$ cat src/xlate_miss_pkg.sv
// package for the translation miss sequencer and privileged register port
// assumes one core clock; privileged register accesses arrive as strobes
package xlate_miss_pkg;
   // ==========================================================
   // privileged register selectors (index space of the core)
   localparam logic [3:0] SEL_TAG_STAGING   = 4'h0;
   localparam logic [3:0] SEL_IXLATE_ENTRY  = 4'h1;
   localparam logic [3:0] SEL_IXLATE_HOLD   = 4'h2;
   localparam logic [3:0] SEL_DXLATE_ENTRY  = 4'h3;
   localparam logic [3:0] SEL_DXLATE_HOLD   = 4'h4;
   localparam logic [3:0] SEL_PAGE_SIZE     = 4'h5;
   localparam logic [3:0] SEL_EXC_RET_ADDR  = 4'h6;
   localparam logic [3:0] SEL_FAULT_VA      = 4'h7;
   localparam logic [3:0] SEL_FAULT_STATUS  = 4'h8;
   localparam logic [3:0] SEL_EXC_SUMMARY   = 4'h9;
   // ==========================================================
   // buffer geometry
   localparam int SMALL_ENTRIES = 8;
   localparam int LARGE_ENTRIES = 4;
   // ==========================================================
   // trap shadow lengths in cycles
   localparam logic [5:0] SHADOW_INT    = 6'h03;
   localparam logic [5:0] SHADOW_MULL   = 6'h16;
   localparam logic [5:0] SHADOW_MULQ   = 6'h18;
   localparam logic [5:0] SHADOW_FLT    = 6'h06;
   localparam logic [5:0] SHADOW_DIVS   = 6'h22;
   localparam logic [5:0] SHADOW_DIVT   = 6'h3F;
   // trap class codes
   typedef enum logic [2:0] {
      TRAP_NONE = 3'h0, TRAP_INT = 3'h1, TRAP_MULL = 3'h2,
      TRAP_MULQ = 3'h3, TRAP_FLT = 3'h4, TRAP_DIVS = 3'h5,
      TRAP_DIVT = 3'h6
   } trap_class_t;
   // drain of in-flight work before entry, in cycles
   localparam logic [3:0] DRAIN_CYCLES = 4'h4;
   // entry vectors
   localparam logic [63:0] VEC_IMISS = 64'h0000_0000_0000_03E0;
   localparam logic [63:0] VEC_DMISS = 64'h0000_0000_0000_08E0;
   localparam logic [63:0] VEC_DMISS_PRIV = 64'h0000_0000_0000_09E0;
   // ==========================================================
   // privileged register access bundle
   typedef struct packed {
      logic        wr;
      logic        rd;
      logic [3:0]  sel;
      logic [63:0] wdata;
   } priv_acc_t;
   // one translation entry
   typedef struct packed {
      logic        valid;
      logic [29:0] tag;
      logic [63:0] entry;
   } xent_t;
endpackage : xlate_miss_pkg

$ cat src/xlate_miss_priv_timing.sv
// translation miss sequencing and privileged register access timing
// assumes firmware keeps its own spacing rules; inputs are core-clocked
// Rules from the document, for the block and for firmware
// (RL1) override outside privileged mode ignores instruction buffer regs
// (RL2) firmware avoids exceptions while writing privileged code base
// (RL3) trap shadow held 3/22/24/6/34/63 cycles per op class
// (RL4) firmware leaves two idle cycles between entry write and tag write
// (RL5) traps coinciding with a machine check are not re-raised
// (RL6) firmware waits three cycles before reading the entry hold
// (RL7) entry read copies into hold register; destination value undefined
// (RL8) firmware never reads one entry register in consecutive cycles
// (RL9) memory error one cycle earlier aborts access, pointer still moves
// (RL10) firmware writes entry mapping return address last
// (RL11) no cache-missing load within two cycles after physical store
// (RL12) firmware waits ten cycles after address space number update
// (RL13) firmware waits nine cycles after cache flush writes
// (RL14) firmware never writes size select right after entry write
// (RL15) machine check in privileged mode may record early restart address
// (RL16) instruction miss latches pc, flushes, drains, enters privileged
// (RL17) firmware writes tag, size select, waits, then entry
// (RL18) tag goes to staging; entry write loads tag and entry together
// (RL19) data miss latches address and status, locks, drains, vectors
// (RL20) data misses are taken in privileged mode too
// (RL21) reading fault address unlocks it and fault status
// (RL22) firmware skips prefetch-hint faults by bumping return address
// (RL23) twelve entries: eight small, four large, each its own pointer
// (RL24) miss registers hold until firmware reads or rewrites them
//
// Local design decisions: the strobed register port and the register addresses.
`timescale 1ns/1ns
module xlate_miss_priv_timing
   import xlate_miss_pkg::*;
#(
   parameter int DATA_ENTRIES = 8
) (
   input  wire logic        I_CLK_SYS,
   input  wire logic        I_SYS_RST,
   input  wire priv_acc_t   I_PRIV_ACC,
   input  wire logic        I_PRIV_MODE_OVERRIDE,
   input  wire logic        I_IMISS,
   input  wire logic [63:0] I_IMISS_VPC,
   input  wire logic        I_DMISS,
   input  wire logic [63:0] I_DMISS_VA,
   input  wire logic [63:0] I_DMISS_PC,
   input  wire logic [15:0] I_DMISS_STATUS,
   input  wire logic        I_DMM_ERROR,
   input  wire logic        I_MACHINE_CHECK,
   input  wire logic [63:0] I_MACHINE_CHECK_PC,
   input  wire logic        I_RETURN,
   input  wire trap_class_t I_TRAP_OP,
   input  wire logic        I_TRAP_ERR,
   output logic [63:0] O_RD_DATA,
   output logic        O_RD_VALID,
   output logic        O_PRIV_MODE,
   output logic        O_FLUSH,
   output logic        O_VECTOR_VALID,
   output logic [63:0] O_VECTOR,
   output logic        O_TRAP_PENDING,
   output logic        O_TRAP_RAISE
);
   // ==========================================================
   // state
   typedef enum logic [3:0] {
      ST_RUN    = 4'b0001,
      ST_DRAIN  = 4'b0010,
      ST_VECTOR = 4'b0100,
      ST_PRIV   = 4'b1000
   } seq_t;

   typedef struct packed {
      seq_t        seq;
      logic        priv;
      logic        dmiss_kind;
      logic        from_priv;
      logic [3:0]  drain;
      logic [63:0] exception_return_address;
      logic [63:0] fault_va;
      logic [15:0] fault_stat;
      logic        locked;
      logic [29:0] tag_stage;
      logic [63:0] size_sel;
      logic [63:0] ihold;
      logic [63:0] dhold;
      logic [2:0]  small_ptr;
      logic [1:0]  large_ptr;
      logic [2:0]  dptr;
      logic        dmm_prev;
      logic [5:0]  shadow;
      logic        trap_err;
      logic [7:0]  exception_summary;
      logic [63:0] rd_data;
      logic        rd_valid;
      logic        flush;
      logic        vec_valid;
      logic [63:0] vec;
      logic        raise;
   } state_t;

   state_t s_q;
   state_t s_d;

   // entry arrays sit outside the struct; they are wide memories
   xent_t small_q [SMALL_ENTRIES];
   xent_t large_q [LARGE_ENTRIES];
   xent_t data_q  [DATA_ENTRIES];

   // shadow length for an op class
   function automatic logic [5:0] shadow_len(input trap_class_t c);
      unique case (c)
         TRAP_INT:  shadow_len = SHADOW_INT;
         TRAP_MULL: shadow_len = SHADOW_MULL;
         TRAP_MULQ: shadow_len = SHADOW_MULQ;
         TRAP_FLT:  shadow_len = SHADOW_FLT;
         TRAP_DIVS: shadow_len = SHADOW_DIVS;
         TRAP_DIVT: shadow_len = SHADOW_DIVT;
         default:   shadow_len = 6'h00;
      endcase
   endfunction : shadow_len

   // large page chosen by bit 0 of the latched size select
   logic large_pg;
   logic ibuf_sel;
   logic acc_ok;
   logic dmm_abort;
   assign large_pg  = s_q.size_sel[0];
   assign ibuf_sel  = (I_PRIV_ACC.sel == SEL_TAG_STAGING) ||
                      (I_PRIV_ACC.sel == SEL_IXLATE_ENTRY) ||
                      (I_PRIV_ACC.sel == SEL_IXLATE_HOLD);
   // outside privileged mode only the override lets an access through,
   // and never one to the instruction buffer registers
   assign acc_ok    = s_q.priv || (I_PRIV_MODE_OVERRIDE && !ibuf_sel); // RL1
   assign dmm_abort = s_q.dmm_prev &&
                      (I_PRIV_ACC.sel == SEL_IXLATE_ENTRY); // RL9

   // ==========================================================
   // next state
   always_comb begin
      s_d = s_q;
      s_d.rd_valid  = 1'b0;
      s_d.flush     = 1'b0;
      s_d.vec_valid = 1'b0;
      s_d.raise     = 1'b0;
      s_d.dmm_prev  = I_DMM_ERROR;

      // trap shadow counter; a new op restarts it
      if (I_TRAP_OP != TRAP_NONE) begin
         s_d.shadow = shadow_len(I_TRAP_OP); // RL3
      end else if (s_q.shadow != 6'h00) begin
         s_d.shadow = s_q.shadow - 6'h01; // RL3
      end
      // raise first so a fresh error in the same cycle is not lost
      if (s_q.trap_err && !I_MACHINE_CHECK) begin
         s_d.raise    = 1'b1;
         s_d.trap_err = 1'b0;
      end
      if (I_TRAP_ERR && s_q.shadow != 6'h00) begin
         s_d.trap_err = 1'b1;
      end

      // machine check swallows a coinciding trap, records it in summary
      if (I_MACHINE_CHECK) begin
         s_d.exception_summary[0] = s_q.trap_err || I_TRAP_ERR; // RL5
         s_d.trap_err   = 1'b0; // RL5
         s_d.raise      = 1'b0;
         // restart pc taken as given; may sit one instruction early
         s_d.exception_return_address   = I_MACHINE_CHECK_PC; // RL15
         s_d.priv       = 1'b1;
      end

      // privileged register writes
      if (I_PRIV_ACC.wr && acc_ok && !dmm_abort) begin
         unique case (I_PRIV_ACC.sel)
            SEL_TAG_STAGING:  s_d.tag_stage = I_PRIV_ACC.wdata[42:13]; // RL18
            SEL_PAGE_SIZE:    s_d.size_sel  = I_PRIV_ACC.wdata;
            SEL_EXC_RET_ADDR: s_d.exception_return_address  = I_PRIV_ACC.wdata; // RL24
            SEL_IXLATE_ENTRY: s_d.ihold     = I_PRIV_ACC.wdata;
            SEL_DXLATE_ENTRY: s_d.dhold     = I_PRIV_ACC.wdata;
            default: ;
         endcase
      end

      // privileged register reads, answer one cycle later
      if (I_PRIV_ACC.rd && acc_ok && !dmm_abort) begin
         s_d.rd_valid = 1'b1;
         unique case (I_PRIV_ACC.sel)
            SEL_IXLATE_ENTRY: begin
               s_d.ihold   = large_pg ? large_q[s_q.large_ptr].entry
                                      : small_q[s_q.small_ptr].entry; // RL7
               s_d.rd_data = 64'h0; // RL7
            end
            SEL_DXLATE_ENTRY: begin
               s_d.dhold   = data_q[s_q.dptr].entry; // RL7
               s_d.rd_data = 64'h0;
            end
            SEL_IXLATE_HOLD:  s_d.rd_data = s_q.ihold;
            SEL_DXLATE_HOLD:  s_d.rd_data = s_q.dhold;
            SEL_EXC_RET_ADDR: s_d.rd_data = s_q.exception_return_address;
            SEL_FAULT_VA: begin
               s_d.rd_data = s_q.fault_va;
               s_d.locked  = 1'b0; // RL21
            end
            SEL_FAULT_STATUS: s_d.rd_data = {48'h0, s_q.fault_stat};
            SEL_EXC_SUMMARY: begin
               s_d.rd_data = {56'h0, s_q.exception_summary};
            end
            default:          s_d.rd_data = 64'h0;
         endcase
      end

      // data pointer advances on any entry access; instruction pointers on allowed ones, aborted or not
      if ((I_PRIV_ACC.wr || I_PRIV_ACC.rd) && acc_ok &&
          I_PRIV_ACC.sel == SEL_IXLATE_ENTRY) begin
         if (large_pg) s_d.large_ptr = s_q.large_ptr + 2'h1; // RL9 RL23
         else          s_d.small_ptr = s_q.small_ptr + 3'h1; // RL9 RL23
      end
      if ((I_PRIV_ACC.wr || I_PRIV_ACC.rd) &&
          I_PRIV_ACC.sel == SEL_DXLATE_ENTRY) begin
         s_d.dptr = (s_q.dptr == 3'(DATA_ENTRIES - 1)) ? 3'h0
                                                      : s_q.dptr + 3'h1;
      end

      // leaving privileged mode
      if (I_RETURN && s_q.seq == ST_PRIV) begin
         s_d.seq  = ST_RUN;
         s_d.priv = 1'b0;
      end

      // miss sequencing
      unique case (s_q.seq)
         ST_RUN, ST_PRIV: begin
            // data miss possible in privileged mode; instruction miss not
            if (I_DMISS && !s_q.locked) begin
               s_d.fault_va   = I_DMISS_VA; // RL19
               s_d.fault_stat = I_DMISS_STATUS; // RL19 RL21
               s_d.locked     = 1'b1; // RL19 RL24
               s_d.exception_return_address   = I_DMISS_PC; // RL19
               s_d.dmiss_kind = 1'b1;
               s_d.from_priv  = s_q.priv; // RL20
               s_d.flush      = 1'b1;
               s_d.drain      = DRAIN_CYCLES;
               s_d.seq        = ST_DRAIN;
            end else if (I_IMISS && !s_q.priv) begin
               s_d.exception_return_address   = I_IMISS_VPC; // RL16
               s_d.dmiss_kind = 1'b0;
               s_d.from_priv  = 1'b0;
               s_d.flush      = 1'b1; // RL16
               s_d.drain      = DRAIN_CYCLES;
               s_d.seq        = ST_DRAIN;
            end
         end
         ST_DRAIN: begin
            // wait for in-flight work before taking the entry
            s_d.drain = s_q.drain - 4'h1; // RL16
            if (s_q.drain == 4'h1) s_d.seq = ST_VECTOR;
         end
         ST_VECTOR: begin
            s_d.priv      = 1'b1; // RL16
            s_d.vec_valid = 1'b1;
            s_d.vec = !s_q.dmiss_kind ? VEC_IMISS :
                      s_q.from_priv   ? VEC_DMISS_PRIV : VEC_DMISS; // RL19
            s_d.seq       = ST_PRIV;
         end
         default: s_d.seq = ST_RUN;
      endcase
   end

   // ==========================================================
   // state register
   always_ff @(posedge I_CLK_SYS) begin
      if (I_SYS_RST) begin
         s_q     <= '0;
         s_q.seq <= ST_RUN;
      end else begin
         s_q <= s_d;
      end
   end

   // entry arrays: entry write loads staged tag and entry together
   always_ff @(posedge I_CLK_SYS) begin
      if (I_SYS_RST) begin
         for (int i = 0; i < SMALL_ENTRIES; i++) small_q[i] <= '0;
         for (int i = 0; i < LARGE_ENTRIES; i++) large_q[i] <= '0;
         for (int i = 0; i < DATA_ENTRIES; i++)  data_q[i]  <= '0;
      end else if (I_PRIV_ACC.wr && acc_ok && !dmm_abort) begin
         if (I_PRIV_ACC.sel == SEL_IXLATE_ENTRY) begin
            if (large_pg)
               large_q[s_q.large_ptr] <= {1'b1, s_q.tag_stage,
                                          I_PRIV_ACC.wdata}; // RL18
            else
               small_q[s_q.small_ptr] <= {1'b1, s_q.tag_stage,
                                          I_PRIV_ACC.wdata}; // RL18
         end else if (I_PRIV_ACC.sel == SEL_DXLATE_ENTRY) begin
            data_q[s_q.dptr] <= {1'b1, s_q.tag_stage, I_PRIV_ACC.wdata};
         end
      end
   end

   // ==========================================================
   // outputs straight from flops, except trap pending, decoded from the shadow count
   assign O_RD_DATA      = s_q.rd_data;
   assign O_RD_VALID     = s_q.rd_valid;
   assign O_PRIV_MODE    = s_q.priv;
   assign O_FLUSH        = s_q.flush;
   assign O_VECTOR_VALID = s_q.vec_valid;
   assign O_VECTOR       = s_q.vec;
   assign O_TRAP_PENDING = (s_q.shadow != 6'h00); // RL3
   assign O_TRAP_RAISE   = s_q.raise;
endmodule : xlate_miss_priv_timing

$ cat config.mk
export PLATFORM = sky130hd
export DESIGN_NAME = xlate_miss_priv_timing
export DESIGN_NICKNAME = d
export VERILOG_FILES = /design/src/xlate_miss_pkg.sv /design/src/xlate_miss_priv_timing.sv
export SDC_FILE = /design/constraint.sdc
export NUM_CORES = 2
export LEC_CHECK = 0
export ABC_AREA = 1
export BUFFER_PORTS_ARGS = -buffer_cell sky130_fd_sc_hd__clkbuf_2
export CORE_MARGIN = 3
export CORE_UTILIZATION = 55
export DETAILED_ROUTE_END_ITERATION = 16
export GPL_TIMING_DRIVEN = 0
export HOLD_SLACK_MARGIN = 0.02
export PLACE_DENSITY = 0.76
export SYNTH_ARGS = -nofsm -noshare
export SYNTH_HDL_FRONTEND = slang
export SYNTH_SLANG_ARGS = --single-unit
export TNS_END_PERCENT = 30
$ cat constraint.sdc
create_clock -name I_CLK_SYS -period 6.4 [get_ports I_CLK_SYS]
set_input_delay 0.96 -clock I_CLK_SYS [delete_from_list [all_inputs] [get_ports I_CLK_SYS]]
set_output_delay 0.96 -clock I_CLK_SYS [all_outputs]
set_load 0.01 [all_outputs]
==> results.ini <==
[layout]
post_route_cells_drive_above_1_share_pct = 10.8
fin_nets = 9606
layout-area-overhead-vs-synth_pct = 14.2
finalNonFillerCells = 11200

[synth]
yosys_most_used_dff = sky130_fd_sc_hd__edfxtp_1
post_synth_instance_area_um2 = 76300
syn-mean-instance-area_um2 = 8.90
synth_async_sr_flop_share_pct = 0
synth_edf_count = 1280
netlist-cell-type-count = 33
synthDominantCellAreaShare_pct = 50.4
synth_sequential_area_ratio_pct = 60.4
synth-seq-cells = 1662
synth.top_cells.by_area = sky130_fd_sc_hd__edfxtp_1, sky130_fd_sc_hd__nor2_1, sky130_fd_sc_hd__dfxtp_1, sky130_fd_sc_hd__nand2_1, sky130_fd_sc_hd__o21ai_0
synth-warning-count = 0
yosys.area.top_type = sky130_fd_sc_hd__edfxtp_1
postSynthCellCount = 8567

[worst_setup_path]
worstSetupPathType = in -> reg
worstPathArrival_ps = 5000
worst_ep_required_time_ps = 6930
worstSetupStartpointType = input pin
critPathMaxFanout = 33
worstSetupEndpointType = register

[die]
io_pins = 488
die_outline_area_um2 = 143000
placeableCoreArea_um2 = 138000
starting_utilization_of_the_core_area_pct = 55.4
die_w_um = 378
chipHeight_um = 378
num_rows = 136

[timing]
worst_pin_slew_ps = 1540
timing.slew.headroom_pct = -2.87
hold_fails_final_rpt = 0
layout_worst_path_cycle_share_pct = 69.8
timing.final.max_slew_violations = 11
final.min_clock_period_ps = 4460
rsz0062_at_grt = false
max_freq_mhz = 224
timing.final.setup_violations = 0
finalClockSkew_ps = 30.9

[clocking]
postCtsHoldBufs = 0
cts.htree.levels = 4
clkTransAtPathRegs_ps = 60
clock_sink_count = 1662
cts_root_buffer = sky130_fd_sc_hd__clkbuf_16
tritoncts = yes
clock_insertion_delay_worst_skew_ps = 830
cts_setup_buffers = 0
cts_max_path_buffers = 3
cts_repair_resize_count = 0
cts_inserted_buffers = 165

[grt]
antenna_found_initial = 17
grt_start_max_net_pins = 57
grt_overflow = 0
number_of_global_route_vias_before_repair = 63800
wire_length_of_the_first_global_routing_pass_mm = 403
grt_usage_pct = 38.7

[run_status]
failed_checks = max-capacitance violations, max-slew violations
status = finished with violations

[routing]
antenna_violating_nets_remaining = 0
detailroute.via_count = 68000
remaining_drc_errors = 0
drtPass1Iterations = 7
detailedRoute.firstIterationViolations = 10600
wirelength_mm = 285
routed_wire_per_std_cell_um = 25.5
route.detailed.vias_per_inst = 6.08

[power]
vdd_drop_max_v = 0.000311
p_total_mw = 24.1
power_density_nw_per_um2 = 277
cellLeakagePower_nw = 35.4

[placement]
dp_hpwl_mm = 210
place.gp.congestion = 1.00
io_buffers = 427
placed_cells_incl_taps = 10900

[run]
cap_violations = 1

[min_path]
min-delay-path-class = in -> reg

cell type report:
| class | count | area, um^2 |
|---|---|---|
| Antenna cell | 13 | 32.5 |
| Buffer | 875 | 3960 |
| Clock buffer | 215 | 4520 |
| Clock inverter | 90 | 815 |
| Fill cell | 11200 | 50600 |
| Inverter | 299 | 1120 |
| Multi-Input combinational cell | 5788 | 25500 |
| Sequential cell | 1662 | 46100 |
| Tap cell | 1794 | 2240 |
| Timing Repair Buffer | 454 | 2810 |
report_power, final:
group	total (mW)	internal, mW	leakage, nW	switching [mW]
Sequential	12.2	12.0	16.3	0.189
Clock	9.72	5.38	2.61	4.34
Combinational	2.19	0.567	16.4	1.62
metrics by stage:
step                      worst slack [ps]  area (um^2)  setup TNS, ps  hold slack, ps  utilization, %
final                                 1940        87100              0             353            63.3
after global routing                  2080        87100              0             356            63.2
after CTS                             2250        87000              0             320            63.2
after detailed placement              1430        81700              0             458            59.4
after global placement               -4430        80900       -1012310             454            58.7
after floorplan                       -278        76500         -53370             430               -
cells by family after synthesis:
kind of cell	share of synthesized area, %
adder cells (fa/ha/maj)	0.115
other	0.00492
buffers and inverters	6.66
AO/OA/AOI/OAI	9.87
AND/OR/NAND/NOR	22.1
multiplexers	0.787
flip-flops	60.4
XOR/XNOR	0.0459
layer usage:
| metal | track usage, % | wire, um |
|---|---|---|
| met5 | 0 | 71 |
| met4 | 25.8 | 21200 |
| met3 | 13.3 | 42600 |
| met2 | 59.5 | 126000 |
| met1 | 46.0 | 95300 |
cell usage in the layout (no fill, tap or decap), types with 199 or more instances in the layout:
master                        n
sky130_fd_sc_hd__nand3_1    363
sky130_fd_sc_hd__o21ai_0    896
sky130_fd_sc_hd__nor2_1    2284
sky130_fd_sc_hd__clkbuf_1   557
sky130_fd_sc_hd__o22ai_1    199
sky130_fd_sc_hd__nand2_1   1415
sky130_fd_sc_hd__clkbuf_2   429
sky130_fd_sc_hd__edfxtp_1  1280
sky130_fd_sc_hd__inv_1      287
sky130_fd_sc_hd__dfxtp_1    382
synth_stat cells (2+ instances only):
cell / number
sky130_fd_sc_hd__a21oi_1: 156
sky130_fd_sc_hd__o21ai_0: 899
sky130_fd_sc_hd__clkbuf_1: 526
sky130_fd_sc_hd__mux2i_1: 60
sky130_fd_sc_hd__buf_2: 152
sky130_fd_sc_hd__dfxtp_1: 382
sky130_fd_sc_hd__xor2_1: 3
sky130_fd_sc_hd__buf_1: 69
sky130_fd_sc_hd__nand4_1: 83
sky130_fd_sc_hd__o22ai_1: 199
sky130_fd_sc_hd__inv_1: 287
sky130_fd_sc_hd__nand2_2: 3
sky130_fd_sc_hd__o211ai_1: 128
sky130_fd_sc_hd__inv_2: 9
sky130_fd_sc_hd__nor2_1: 2284
sky130_fd_sc_hd__buf_4: 128
sky130_fd_sc_hd__ha_1: 7
sky130_fd_sc_hd__clkinv_1: 3
sky130_fd_sc_hd__nor3_1: 103
sky130_fd_sc_hd__nand2_1: 1431
sky130_fd_sc_hd__nor2_2: 2
sky130_fd_sc_hd__nand3_1: 363
sky130_fd_sc_hd__edfxtp_1: 1280
critical path, stage by stage:
cell                       delay (ps)
sky130_fd_sc_hd__clkbuf_1         380
sky130_fd_sc_hd__inv_2            510
sky130_fd_sc_hd__clkbuf_1        1080
sky130_fd_sc_hd__clkbuf_1         980
sky130_fd_sc_hd__nand2_4          620
sky130_fd_sc_hd__buf_12           380
registers in the layout, indices dropped and copies added, names as in the netlist, 4 cells and up, named ones only:
| signal | cells |
|---|---|
| O_RD_DATA | 64 |
| s_q | 300 |
| large_q | 256 |
| data_q | 512 |
| O_VECTOR | 4 |
| small_q | 512 |
final timing paths:
path / cells after the start / slack [ps] / end / startpoint
setup / recovery: 6 / 1940 / data_q[7][18]$_DFFE_PP_ / I_SYS_RST
hold / removal: 3 / 350 / s_q[147]$_SDFF_PP0_ / I_DMM_ERROR
setup reg to reg: 12 / 2520 / s_q[271]$_SDFF_PP0_ / register
hold reg to reg: 2 / 470 / O_RD_DATA[60]$_SDFFE_PP0N_ / O_RD_DATA[60]$_SDFFE_PP0N_
(Power assumes the default switching activity.)
